===== src/design/dtr_pkg.sv =====
// Package: constants and carrier types for the tone-pair receive steering
package dtr_pkg;

    // ------------------------------------------------------------
    // Clock and timing
    // ------------------------------------------------------------
    localparam int unsigned DTR_CLK_HZ = 50_000_000;
    localparam int unsigned DTR_CLK_MHZ = DTR_CLK_HZ / 1_000_000;
    localparam int unsigned DTR_GTP_US = 20_000;   // Tone present guard
    localparam int unsigned DTR_GTA_US = 20_000;   // Tone absent guard
    localparam int unsigned DTR_GTP_CYCLES = DTR_GTP_US * DTR_CLK_MHZ;
    localparam int unsigned DTR_GTA_CYCLES = DTR_GTA_US * DTR_CLK_MHZ;
    localparam int unsigned DTR_SETTLE_NS = 80;     // Output latch settling
    localparam int unsigned DTR_SETTLE_CYCLES =
        (DTR_SETTLE_NS * DTR_CLK_MHZ + 999) / 1000;
    localparam int unsigned DTR_GUARD_W = 24;

    // ------------------------------------------------------------
    // Tone measurement
    // ------------------------------------------------------------
    localparam int unsigned DTR_LOW_HZ [4] = '{697, 770, 852, 941};
    localparam int unsigned DTR_HIGH_HZ [4] = '{1209, 1336, 1477, 1633};
    localparam int unsigned DTR_TOL_PCT = 3;        // Accepted deviation
    localparam int unsigned DTR_PER_W = 18;
    localparam logic [DTR_PER_W-1:0] DTR_PER_TIMEOUT = 18'h12100;
    localparam logic [1:0] DTR_CONFIRM = 2'h2;      // Matching periods

    // Code of each pair, indexed by {low index, high index}
    localparam logic [3:0] DTR_CODE_MAP [16] = '{
        4'h1, 4'h2, 4'h3, 4'hD,
        4'h4, 4'h5, 4'h6, 4'hE,
        4'h7, 4'h8, 4'h9, 4'hF,
        4'hB, 4'hA, 4'hC, 4'h0};

    // ------------------------------------------------------------
    // Register map (byte addresses)
    // ------------------------------------------------------------
    localparam logic [7:0] DTR_RX_DATA_OFS = 8'h00;
    localparam logic [7:0] DTR_STATUS_OFS = 8'h04;
    localparam logic [7:0] DTR_CONTROL_OFS = 8'h08;
    localparam logic [7:0] DTR_GUARD_PRESENT_OFS = 8'h0C;
    localparam logic [7:0] DTR_GUARD_ABSENT_OFS = 8'h10;
    localparam logic [7:0] DTR_INT_STATUS_OFS = 8'h14;
    localparam logic [7:0] DTR_INT_CLEAR_OFS = 8'h18;
    localparam logic [7:0] DTR_INT_ENABLE_OFS = 8'h1C;

    // Field positions
    localparam int unsigned DTR_ST_IRQ_BIT = 0;
    localparam int unsigned DTR_ST_EARLY_BIT = 1;
    localparam int unsigned DTR_ST_READY_BIT = 2;
    localparam int unsigned DTR_ST_DELAYED_BIT = 3;
    localparam int unsigned DTR_CTL_IRQ_MODE_BIT = 0;
    localparam int unsigned DTR_CTL_CP_MODE_BIT = 1;
    localparam int unsigned DTR_EV_DATA_BIT = 0;
    localparam int unsigned DTR_EV_PAUSE_BIT = 1;
    localparam int unsigned DTR_EV_W = 2;

    // Reset values
    localparam logic [1:0] DTR_CONTROL_RST = 2'h0;
    localparam logic [DTR_EV_W-1:0] DTR_INT_ENABLE_RST = 2'h0;

    // ------------------------------------------------------------
    // APB carrier types
    // ------------------------------------------------------------
    typedef struct packed {
        logic [7:0] paddr;
        logic psel;
        logic penable;
        logic pwrite;
        logic [31:0] pwdata;
    } dtr_apb_req_type;

    typedef struct packed {
        logic [31:0] prdata;
        logic pready;
        logic pslverr;
    } dtr_apb_rsp_type;

    typedef enum logic [1:0] {
        DTR_WAIT_TONE = 2'b01,
        DTR_REGISTERED = 2'b10
    } dtr_steer_state_type;

endpackage


===== src/design/dtr_steering.sv =====
// Module: tone-pair verify, steering, guard timing and APB register file
//
// Function
// - Sixteen tone pairs encode to 4-bit codes; D is zero, 0 is ten.
// - Tone periods are counted and accepted only near standard frequencies.
// - early_steer rises once both groups hold a valid tone.
// - Any loss of the valid pair drops early_steer at once.
// - Rising steer_sense registers the present pair into the latch.
// - Falling steer_sense re-arms the receiver for a new pair.
// - guard_drive is high while registered and early_steer both hold.
// - Registration stores the pair's 4-bit code.
// - Delayed steering flag rises a short settle time after latching.
// - Delayed steering flag is readable as a status bit.
// - In interrupt mode irq_or_tone_out is pulled low on new data.
// - Receive data updates only when the delayed flag activates.
// - Reading receive data returns the latched code on the data lanes.
// - Short tone dropouts under the absent guard leave data unchanged.
// - Status b2 marks valid data and clears after a status read.
// - Interrupt asserts on new data and clears on status read.
// - Call progress mode suppresses tone-pair detection.
`timescale 1ns/10ps
`default_nettype none
module dtr_steering #(
    parameter int unsigned GTP_CYCLES = dtr_pkg::DTR_GTP_CYCLES,
    parameter int unsigned GTA_CYCLES = dtr_pkg::DTR_GTA_CYCLES,
    parameter int unsigned CLK_HZ = dtr_pkg::DTR_CLK_HZ
) (
    input wire logic sys_clk,
    input wire logic reset,
    input wire logic low_tone_in,
    input wire logic high_tone_in,
    input wire dtr_pkg::dtr_apb_req_type apb_req,
    output dtr_pkg::dtr_apb_rsp_type apb_rsp,
    output logic early_steer,
    output logic steer_sense,
    output logic guard_drive,
    output logic delayed_steer,
    output logic irq_or_tone_out,
    output logic irq
);
    import dtr_pkg::*;

    // ------------------------------------------------------------
    // Declarations
    // ------------------------------------------------------------
    localparam logic [DTR_GUARD_W-1:0] GTP_RST = DTR_GUARD_W'(GTP_CYCLES);
    localparam logic [DTR_GUARD_W-1:0] GTA_RST = DTR_GUARD_W'(GTA_CYCLES);
    localparam logic [3:0] SETTLE_LD = 4'(DTR_SETTLE_CYCLES);
    // Period timeout scaled to the clock rate in use
    localparam logic [DTR_PER_W-1:0] PER_TMO =
        DTR_PER_W'(longint'(DTR_PER_TIMEOUT) * CLK_HZ / DTR_CLK_HZ);

    logic [1:0] tone_in;
    logic [1:0] grp_valid;
    logic [1:0] grp_idx [2];
    logic [3:0] cur_code_ff;
    logic early_steer_ff;
    logic guard_drive_ff;
    dtr_steer_state_type state_ff;
    logic [DTR_GUARD_W-1:0] guard_cnt_ff;
    logic [DTR_GUARD_W-1:0] gtp_ff;
    logic [DTR_GUARD_W-1:0] gta_ff;
    logic [3:0] code_latch_ff;
    logic [3:0] settle_ff;
    logic delayed_steer_ff;
    logic [3:0] rx_data_ff;
    logic rx_ready_ff;
    logic [1:0] control_ff;
    logic [DTR_EV_W-1:0] int_status_ff;
    logic [DTR_EV_W-1:0] int_enable_ff;
    logic irq_ff;
    logic pin_ff;
    dtr_apb_rsp_type apb_rsp_ff;
    logic setup;
    logic access;
    logic status_rd;
    logic data_event;
    logic pause_event;
    logic cp_mode;
    logic irq_mode;

    assign tone_in = {high_tone_in, low_tone_in};
    assign cp_mode = control_ff[DTR_CTL_CP_MODE_BIT];
    assign irq_mode = control_ff[DTR_CTL_IRQ_MODE_BIT];

    // ------------------------------------------------------------
    // Tone period classification
    // ------------------------------------------------------------
    // Returns {match, index} for a measured period of one group
    function automatic logic [2:0] classify(input logic grp,
                                            input logic [DTR_PER_W-1:0] c);
        int unsigned hz;
        int unsigned per;
        int unsigned lo;
        int unsigned hi;
        logic [2:0] r;
        r = 3'h0;
        for (int k = 0; k < 4; k++) begin
            hz = grp ? DTR_HIGH_HZ[k] : DTR_LOW_HZ[k];
            per = CLK_HZ / hz;
            lo = per * (100 - DTR_TOL_PCT) / 100;
            hi = per * (100 + DTR_TOL_PCT) / 100;
            if (32'(c) >= lo && 32'(c) <= hi) begin
                r = {1'b1, 2'(k)};
            end
        end
        return r;
    endfunction

    // One period meter per tone group
    for (genvar g = 0; g < 2; g++) begin : grp
        logic prev_ff;
        logic [DTR_PER_W-1:0] per_cnt_ff;
        logic [1:0] idx_ff;
        logic [1:0] hits_ff;
        logic [2:0] cls;

        assign cls = classify(1'(g), per_cnt_ff);
        assign grp_valid[g] = (hits_ff >= DTR_CONFIRM);
        assign grp_idx[g] = idx_ff;

        // Count cycles between rising edges, confirm repeated matches
        always_ff @(posedge sys_clk) begin
            if (reset) begin
                prev_ff <= 1'b0;
                per_cnt_ff <= '0;
                idx_ff <= 2'h0;
                hits_ff <= 2'h0;
            end else begin
                prev_ff <= tone_in[g];
                if (tone_in[g] && !prev_ff) begin
                    per_cnt_ff <= '0;
                    if (cls[2]) begin
                        idx_ff <= cls[1:0];
                        if (cls[1:0] != idx_ff || hits_ff == 2'h0) begin
                            hits_ff <= 2'h1;
                        end else if (hits_ff != 2'h3) begin
                            hits_ff <= hits_ff + 2'h1;
                        end
                    end else begin
                        hits_ff <= 2'h0;
                    end
                end else if (per_cnt_ff == PER_TMO) begin
                    hits_ff <= 2'h0; // Tone gone
                end else begin
                    per_cnt_ff <= per_cnt_ff + 1'b1;
                end
            end
        end
    end

    // ------------------------------------------------------------
    // Early steering and current code
    // ------------------------------------------------------------
    // Signal condition: both groups valid, not in call progress mode
    always_ff @(posedge sys_clk) begin
        if (reset) begin
            early_steer_ff <= 1'b0;
            cur_code_ff <= 4'h0;
        end else begin
            early_steer_ff <= grp_valid[0] && grp_valid[1] && !cp_mode;
            cur_code_ff <= DTR_CODE_MAP[{grp_idx[0], grp_idx[1]}];
        end
    end

    // ------------------------------------------------------------
    // Steering: guard counters standing in for the RC network
    // ------------------------------------------------------------
    always_ff @(posedge sys_clk) begin
        if (reset) begin
            state_ff <= DTR_WAIT_TONE;
            guard_cnt_ff <= '0;
            code_latch_ff <= 4'h0;
        end else begin
            unique case (state_ff)
                DTR_WAIT_TONE: begin
                    if (!early_steer_ff) begin
                        guard_cnt_ff <= '0;
                    end else if (guard_cnt_ff + 1'b1 >= gtp_ff) begin
                        state_ff <= DTR_REGISTERED;
                        guard_cnt_ff <= '0;
                        code_latch_ff <= cur_code_ff;
                    end else begin
                        guard_cnt_ff <= guard_cnt_ff + 1'b1;
                    end
                end
                DTR_REGISTERED: begin
                    if (early_steer_ff) begin
                        guard_cnt_ff <= '0;
                    end else if (guard_cnt_ff + 1'b1 >= gta_ff) begin
                        state_ff <= DTR_WAIT_TONE;
                        guard_cnt_ff <= '0;
                    end else begin
                        guard_cnt_ff <= guard_cnt_ff + 1'b1;
                    end
                end
                default: begin
                    state_ff <= DTR_WAIT_TONE;
                    guard_cnt_ff <= '0;
                end
            endcase
        end
    end

    assign steer_sense = state_ff[1]; // One-hot bit of registered state
    assign pause_event = (state_ff == DTR_REGISTERED) && !early_steer_ff
        && (guard_cnt_ff + 1'b1 >= gta_ff);

    // Guard drive follows the sense while the tone stays
    always_ff @(posedge sys_clk) begin
        if (reset) begin
            guard_drive_ff <= 1'b0;
        end else begin
            guard_drive_ff <= steer_sense && early_steer_ff;
        end
    end

    // ------------------------------------------------------------
    // Settling delay, delayed steering and receive data
    // ------------------------------------------------------------
    assign data_event = (settle_ff == 4'h1) && steer_sense;

    always_ff @(posedge sys_clk) begin
        if (reset) begin
            settle_ff <= 4'h0;
            delayed_steer_ff <= 1'b0;
            rx_data_ff <= 4'h0;
        end else if (!steer_sense) begin
            settle_ff <= 4'h0;
            delayed_steer_ff <= 1'b0;
        end else if (!delayed_steer_ff && settle_ff == 4'h0) begin
            settle_ff <= SETTLE_LD;
        end else if (data_event) begin
            settle_ff <= 4'h0;
            delayed_steer_ff <= 1'b1;
            rx_data_ff <= code_latch_ff;
        end else if (settle_ff != 4'h0) begin
            settle_ff <= settle_ff - 4'h1;
        end
    end

    // ------------------------------------------------------------
    // APB slave
    // ------------------------------------------------------------
    assign setup = apb_req.psel && !apb_req.penable;
    assign access = apb_req.psel && apb_req.penable && apb_rsp_ff.pready;
    assign status_rd = access && !apb_req.pwrite
        && apb_req.paddr == DTR_STATUS_OFS;

    // Read multiplexer, returns {error, data}
    function automatic logic [32:0] read_reg(input logic [7:0] a);
        logic [32:0] r;
        r = '0;
        unique case (a)
            DTR_RX_DATA_OFS: r[3:0] = rx_data_ff;
            DTR_STATUS_OFS: begin
                r[DTR_ST_IRQ_BIT] = irq_ff;
                r[DTR_ST_EARLY_BIT] = early_steer_ff;
                r[DTR_ST_READY_BIT] = rx_ready_ff;
                r[DTR_ST_DELAYED_BIT] = delayed_steer_ff;
            end
            DTR_CONTROL_OFS: r[1:0] = control_ff;
            DTR_GUARD_PRESENT_OFS: r[DTR_GUARD_W-1:0] = gtp_ff;
            DTR_GUARD_ABSENT_OFS: r[DTR_GUARD_W-1:0] = gta_ff;
            DTR_INT_STATUS_OFS: r[DTR_EV_W-1:0] = int_status_ff;
            DTR_INT_CLEAR_OFS: r = '0;
            DTR_INT_ENABLE_OFS: r[DTR_EV_W-1:0] = int_enable_ff;
            default: r[32] = 1'b1;
        endcase
        return r;
    endfunction

    // Answer registered in setup, ready in the first access cycle
    always_ff @(posedge sys_clk) begin
        if (reset) begin
            apb_rsp_ff <= '0;
        end else begin
            apb_rsp_ff.pready <= setup;
            if (setup) begin
                {apb_rsp_ff.pslverr, apb_rsp_ff.prdata} <=
                    read_reg(apb_req.paddr);
            end
        end
    end

    // Writable configuration
    always_ff @(posedge sys_clk) begin
        if (reset) begin
            control_ff <= DTR_CONTROL_RST;
            gtp_ff <= GTP_RST;
            gta_ff <= GTA_RST;
            int_enable_ff <= DTR_INT_ENABLE_RST;
        end else if (access && apb_req.pwrite) begin
            unique case (apb_req.paddr)
                DTR_CONTROL_OFS: control_ff <= apb_req.pwdata[1:0];
                DTR_GUARD_PRESENT_OFS:
                    gtp_ff <= apb_req.pwdata[DTR_GUARD_W-1:0];
                DTR_GUARD_ABSENT_OFS:
                    gta_ff <= apb_req.pwdata[DTR_GUARD_W-1:0];
                DTR_INT_ENABLE_OFS:
                    int_enable_ff <= apb_req.pwdata[DTR_EV_W-1:0];
                default: ;
            endcase
        end
    end

    // ------------------------------------------------------------
    // Ready flag and interrupt events (set wins over clear)
    // ------------------------------------------------------------
    always_ff @(posedge sys_clk) begin
        if (reset) begin
            rx_ready_ff <= 1'b0;
        end else if (data_event) begin
            rx_ready_ff <= 1'b1;
        end else if (status_rd) begin
            rx_ready_ff <= 1'b0;
        end
    end

    always_ff @(posedge sys_clk) begin
        if (reset) begin
            int_status_ff <= '0;
        end else begin
            for (int b = 0; b < DTR_EV_W; b++) begin
                if ((b == DTR_EV_DATA_BIT && data_event)
                    || (b == DTR_EV_PAUSE_BIT && pause_event)) begin
                    int_status_ff[b] <= 1'b1;
                end else if ((access && apb_req.pwrite
                    && apb_req.paddr == DTR_INT_CLEAR_OFS
                    && apb_req.pwdata[b])
                    || (status_rd && b == DTR_EV_DATA_BIT)) begin
                    int_status_ff[b] <= 1'b0;
                end
            end
        end
    end

    // Interrupt output and the shared pin
    always_ff @(posedge sys_clk) begin
        if (reset) begin
            irq_ff <= 1'b0;
            pin_ff <= 1'b1;
        end else begin
            irq_ff <= |(int_status_ff & int_enable_ff);
            if (cp_mode) begin
                pin_ff <= low_tone_in; // Squared input in call progress
            end else begin
                pin_ff <= !(irq_mode && rx_ready_ff);
            end
        end
    end

    // ------------------------------------------------------------
    // Outputs
    // ------------------------------------------------------------
    assign early_steer = early_steer_ff;
    assign guard_drive = guard_drive_ff;
    assign delayed_steer = delayed_steer_ff;
    assign irq_or_tone_out = pin_ff;
    assign irq = irq_ff;
    assign apb_rsp = apb_rsp_ff;
endmodule
`default_nettype wire


===== config.mk =====
export PLATFORM = sky130hd
export DESIGN_NAME = dtr_steering
export DESIGN_NICKNAME = d
export VERILOG_FILES = /design/src/design/dtr_pkg.sv /design/src/design/dtr_steering.sv
export SDC_FILE = /design/constraint.sdc
export NUM_CORES = 1
export LEC_CHECK = 0
export BUFFER_PORTS_ARGS = -buffer_cell sky130_fd_sc_hd__clkbuf_2
export CORE_ASPECT_RATIO = 1.1
export CORE_MARGIN = 2
export CORE_UTILIZATION = 45
export DETAILED_ROUTE_END_ITERATION = 10
export PLACE_DENSITY = 0.66
export REMOVE_ABC_BUFFERS = 1
export SYNTH_ARGS = -nofsm -noshare
export SYNTH_HDL_FRONTEND = slang
export SYNTH_SLANG_ARGS = --single-unit

===== constraint.sdc =====
create_clock -name sys_clk -period 2.8 [get_ports sys_clk]
set_input_delay 0 -clock sys_clk [delete_from_list [all_inputs] [get_ports sys_clk]]
set_output_delay 0 -clock sys_clk [all_outputs]
set_load 0.01 [all_outputs]

==> results.yml <==
sta:
  worst_pin_slew_ns: 1.01
  final.period_utilization: 1.13
  slew_viol_final: 0
  finalSetupViolCount: 31
  worst_slack_ns: -0.365
  hold_viol_final: 0
  skew_ns: 0.0108
  fmax_mhz: 316
  slew_headroom: 0.329
  min_period_ns: 3.16
  rsz0062_at_grt: "true"
power_and_ir_drop:
  p_comb_frac: 0.050
  swShare: 0.235
  p_per_area_mw_per_mm2: 431
  peakVddDrop_mv: 0.424
  seq_power_share: 0.496
  power.net_switching_w: 0.00119
  leakage_nw: 4.75
  p_clk_frac: 0.454
  intPower_w: 0.00388
setup_path:
  cp-end-kind: "register"
  critPathKind: "reg -> reg"
  cp-start-kind: "register"
  crit_chain: "and3_4 -> and4_4 -> and3_4 -> nand4_1 -> xnor2_2 -> ha_1 -> a21oi_2 -> nor2b_1 -> o21ai_1 -> o2111a_1 -> o21ai_2 -> a21oi_2 -> nand3b_1 -> buf_6 -> a21boi_1"
  required_ns: 3.16
  r2r_slack_ns: -0.36
  critPathSlowestCell: "ha_1"
  crit_fanout: 12
  crit_path_max_incr_delay_ns: 0.35
  worstRegToRegCells: 15
  arrival_ns: 3.52
synth:
  synthFlopType: "dfxtp_1"
  yosysTopAreaCell: "dfxtp_1"
  synthCells: 1164
  synth_top_area_share: 0.366
  synthArstFlopShare: 0
  yosysMostFrequentCell: "dfxtp_1"
  ys_ff_latch: 174
  yosysWarnings: 0
  synth_cell_types: 73
  synth_edf_count: 0
  netlist_area_mm2: 0.00952
  synth_seq_area_share: 0.366
  synth_area_leaders: "dfxtp_1, ha_1, nand2_1"
  synth.avg_cell_area_um2: 8.18
  synth_common_cells: "dfxtp_1, nand2_1, nor2_1, ha_1, inv_1"
clock_network:
  numClockSinks: 174
  cts.htree.levels: 4
  cts_buffer_depth: 2
  cts_root_buf: "clkbuf_16"
  clkLatencyLatePin_ns: 0.43
  cts_tree: "built"
  cts_buffers: 17
  path_clk_slew_ns: 0.07
outcome:
  failed_checks: "setup timing"
  status: "finished with violations"
floorplanning:
  rows: 55
  fp.dieW_um: 143
  initial_utilization: 0.461
  die_h_um: 157
  ios: 87
  fp.coreArea_mm2: 0.0206
  die_area_mm2: 0.0223
routing:
  ant_nets: 0
  dr.pass1.iters: 5
  wl_per_cell_um: 15.8
  via_per_inst: 5.50
  drt_iter0_drc: 353
  via_count: 8625
  drcViolationCount: 0
  postRouteWirelength_um: 24700
cells_and_area:
  layout-drive-gt1-share: 0.208
  antenna_cells: 0
  nets: 1417
  instances_no_fill: 1567
  syn2layout_area_growth_pct: 23.7
place:
  dp_hpwl_um: 17100
  dp.cells: 1494
  port_buffers: 70
  gp_congestion: 0.873
  dp_slack_ns: -0.509
worst_hold_path:
  hold_class: "in -> reg"
  hold_depth: 4
grt:
  antenna_found_initial: 0
  grt_pass1_wl_um: 39700
  grt_max_degree: 50
  grt.total_usage: 0.220
  gr-total-overflow: 0
  grt_pass1_vias: 8178
job:
  max_cap_viol_count: 0
## final cells by class
class                      count  area [um^2]
fill                        1843         8870
multi-input combinational    846         5780
sequential                   174         3500
timing repair buffer         187         1330
clock buffer                  20          457
tap                          256          320
inverter                      72          270
clock inverter                12          110
## logic make-up (layout without fill, tap and decap cells)
group | count (synthesis) | count (layout) | share of synthesized area
buffers and inverters | 151 | 291 | 0.0636
AND/OR/NAND/NOR | 446 | 446 | 0.222
AO/OA/AOI/OAI | 244 | 244 | 0.178
XOR/XNOR | 57 | 57 | 0.0524
adder cells (fa/ha/maj) | 72 | 72 | 0.0946
other | 1 | 8 | 0.000394
flip-flops | 174 | 174 | 0.366
multiplexers | 19 | 19 | 0.0227
## through the flow
stage / area, um^2 / util / TNS [ns] / hold slack, ns / power, W
final: 11800 / 0.570 / -9.53 / 0.00488 / 0.00508
after global routing: 11800 / 0.570 / -13.20 / 0.0239 / 0.00527
after CTS: 11600 / 0.560 / -5.66 / 0.00404 / 0.00512
after detailed placement: 10500 / 0.506 / -13.82 / 0.244 / 0.00280
after global placement: 10500 / 0.506 / -9.87 / 0.242 / 0.00280
after floorplan: 9210 / - / -11.26 / 0.0691 / 0.00268
## placed cells by master, fill, tap and decap left out, types with 6 or more instances in the layout
master           n
dlygate4sd3_1   27
a22oi_1          7
nand2_1        132
buf_6           10
nor2b_1         11
a21o_1          13
o21ai_0         20
mux2i_1         16
and3_1          12
a221oi_1        20
conb_1           8
xor2_1          23
a21boi_1        15
dfxtp_1        166
nor2_1         118
dfxtp_2          6
nor4_1          12
ha_1            68
buf_4           80
xnor2_1         22
inv_1           72
a21oi_2          8
clkbuf_16       17
o211ai_1        20
a211oi_1         8
nand3_1         31
a31oi_1         10
clkbuf_2        69
nand4_1         22
or3_1            7
a21boi_2         7
xnor2_2          8
nor3_1          41
a21oi_1         61
## critical path, delay by kind of cell (launching register included)
| kind | cells | cell delay, ns |
|---|---|---|
| fa+ha+maj | 1 | 0.35 |
| compound gates | 6 | 0.90 |
| xor+xnor | 1 | 0.21 |
| flops | 1 | 0.33 |
| simple gates | 6 | 1.05 |
| buf+inv | 1 | 0.22 |
## state kept, by name (all words and copies together) (netlist names)
name / count
delayed_steer: 1
int_status_ff: 2
state_ff: 2
gtp_ff: 24
rx_data_ff: 4
gta_ff: 24
guard_cnt_ff: 24
rx_ready_ff: 1
control_ff: 2
irq: 1
settle_ff: 4
guard_drive: 1
early_steer: 1
grp.per_cnt_ff: 36
code_latch_ff: 4
grp.prev_ff: 2
grp.hits_ff: 4
apb_rsp: 26
int_enable_ff: 2
grp.idx_ff: 4
irq_or_tone_out: 1
cur_code_ff: 4
## routing by layer
metal / track usage / vias up / wire length [um]
met5: 0 / - / 0
met4: 0.0684 / 0 / 531
met1: 0.273 / 4058 / 11000
met2: 0.390 / 182 / 12400
li1: - / 4345 / -
met3: 0.0343 / 40 / 851
## power groups by stage
stage / sequential, W / combinational (W) / clock (W)
floorplan: 0.00258 / 0.0000921 / 0
global placement: 0.00257 / 0.000225 / 0
detailed placement: 0.00257 / 0.000225 / 0
CTS: 0.00252 / 0.000256 / 0.00235
global route: 0.00252 / 0.000282 / 0.00247
finish: 0.00252 / 0.000253 / 0.00231
## worst paths after layout
path | from | to
worst max-delay path | guard_cnt_ff[9] | guard_cnt_ff[10]
worst min-delay path | apb_req[33] | apb_rsp[13]
worst max register to register | guard_cnt_ff[9] | guard_cnt_ff[10]
worst min register to register | apb_rsp[2] | apb_rsp[2]
## what timing repair did
action,in CTS,in global routing
gates cloned,1,2
gates resized for setup,72,47
setup endpoints to repair,31,32
hold endpoints to repair,63,0
buffers inserted,9,2
pin swaps,26,19
hold buffers,27,0
(Power assumes the default switching activity.)
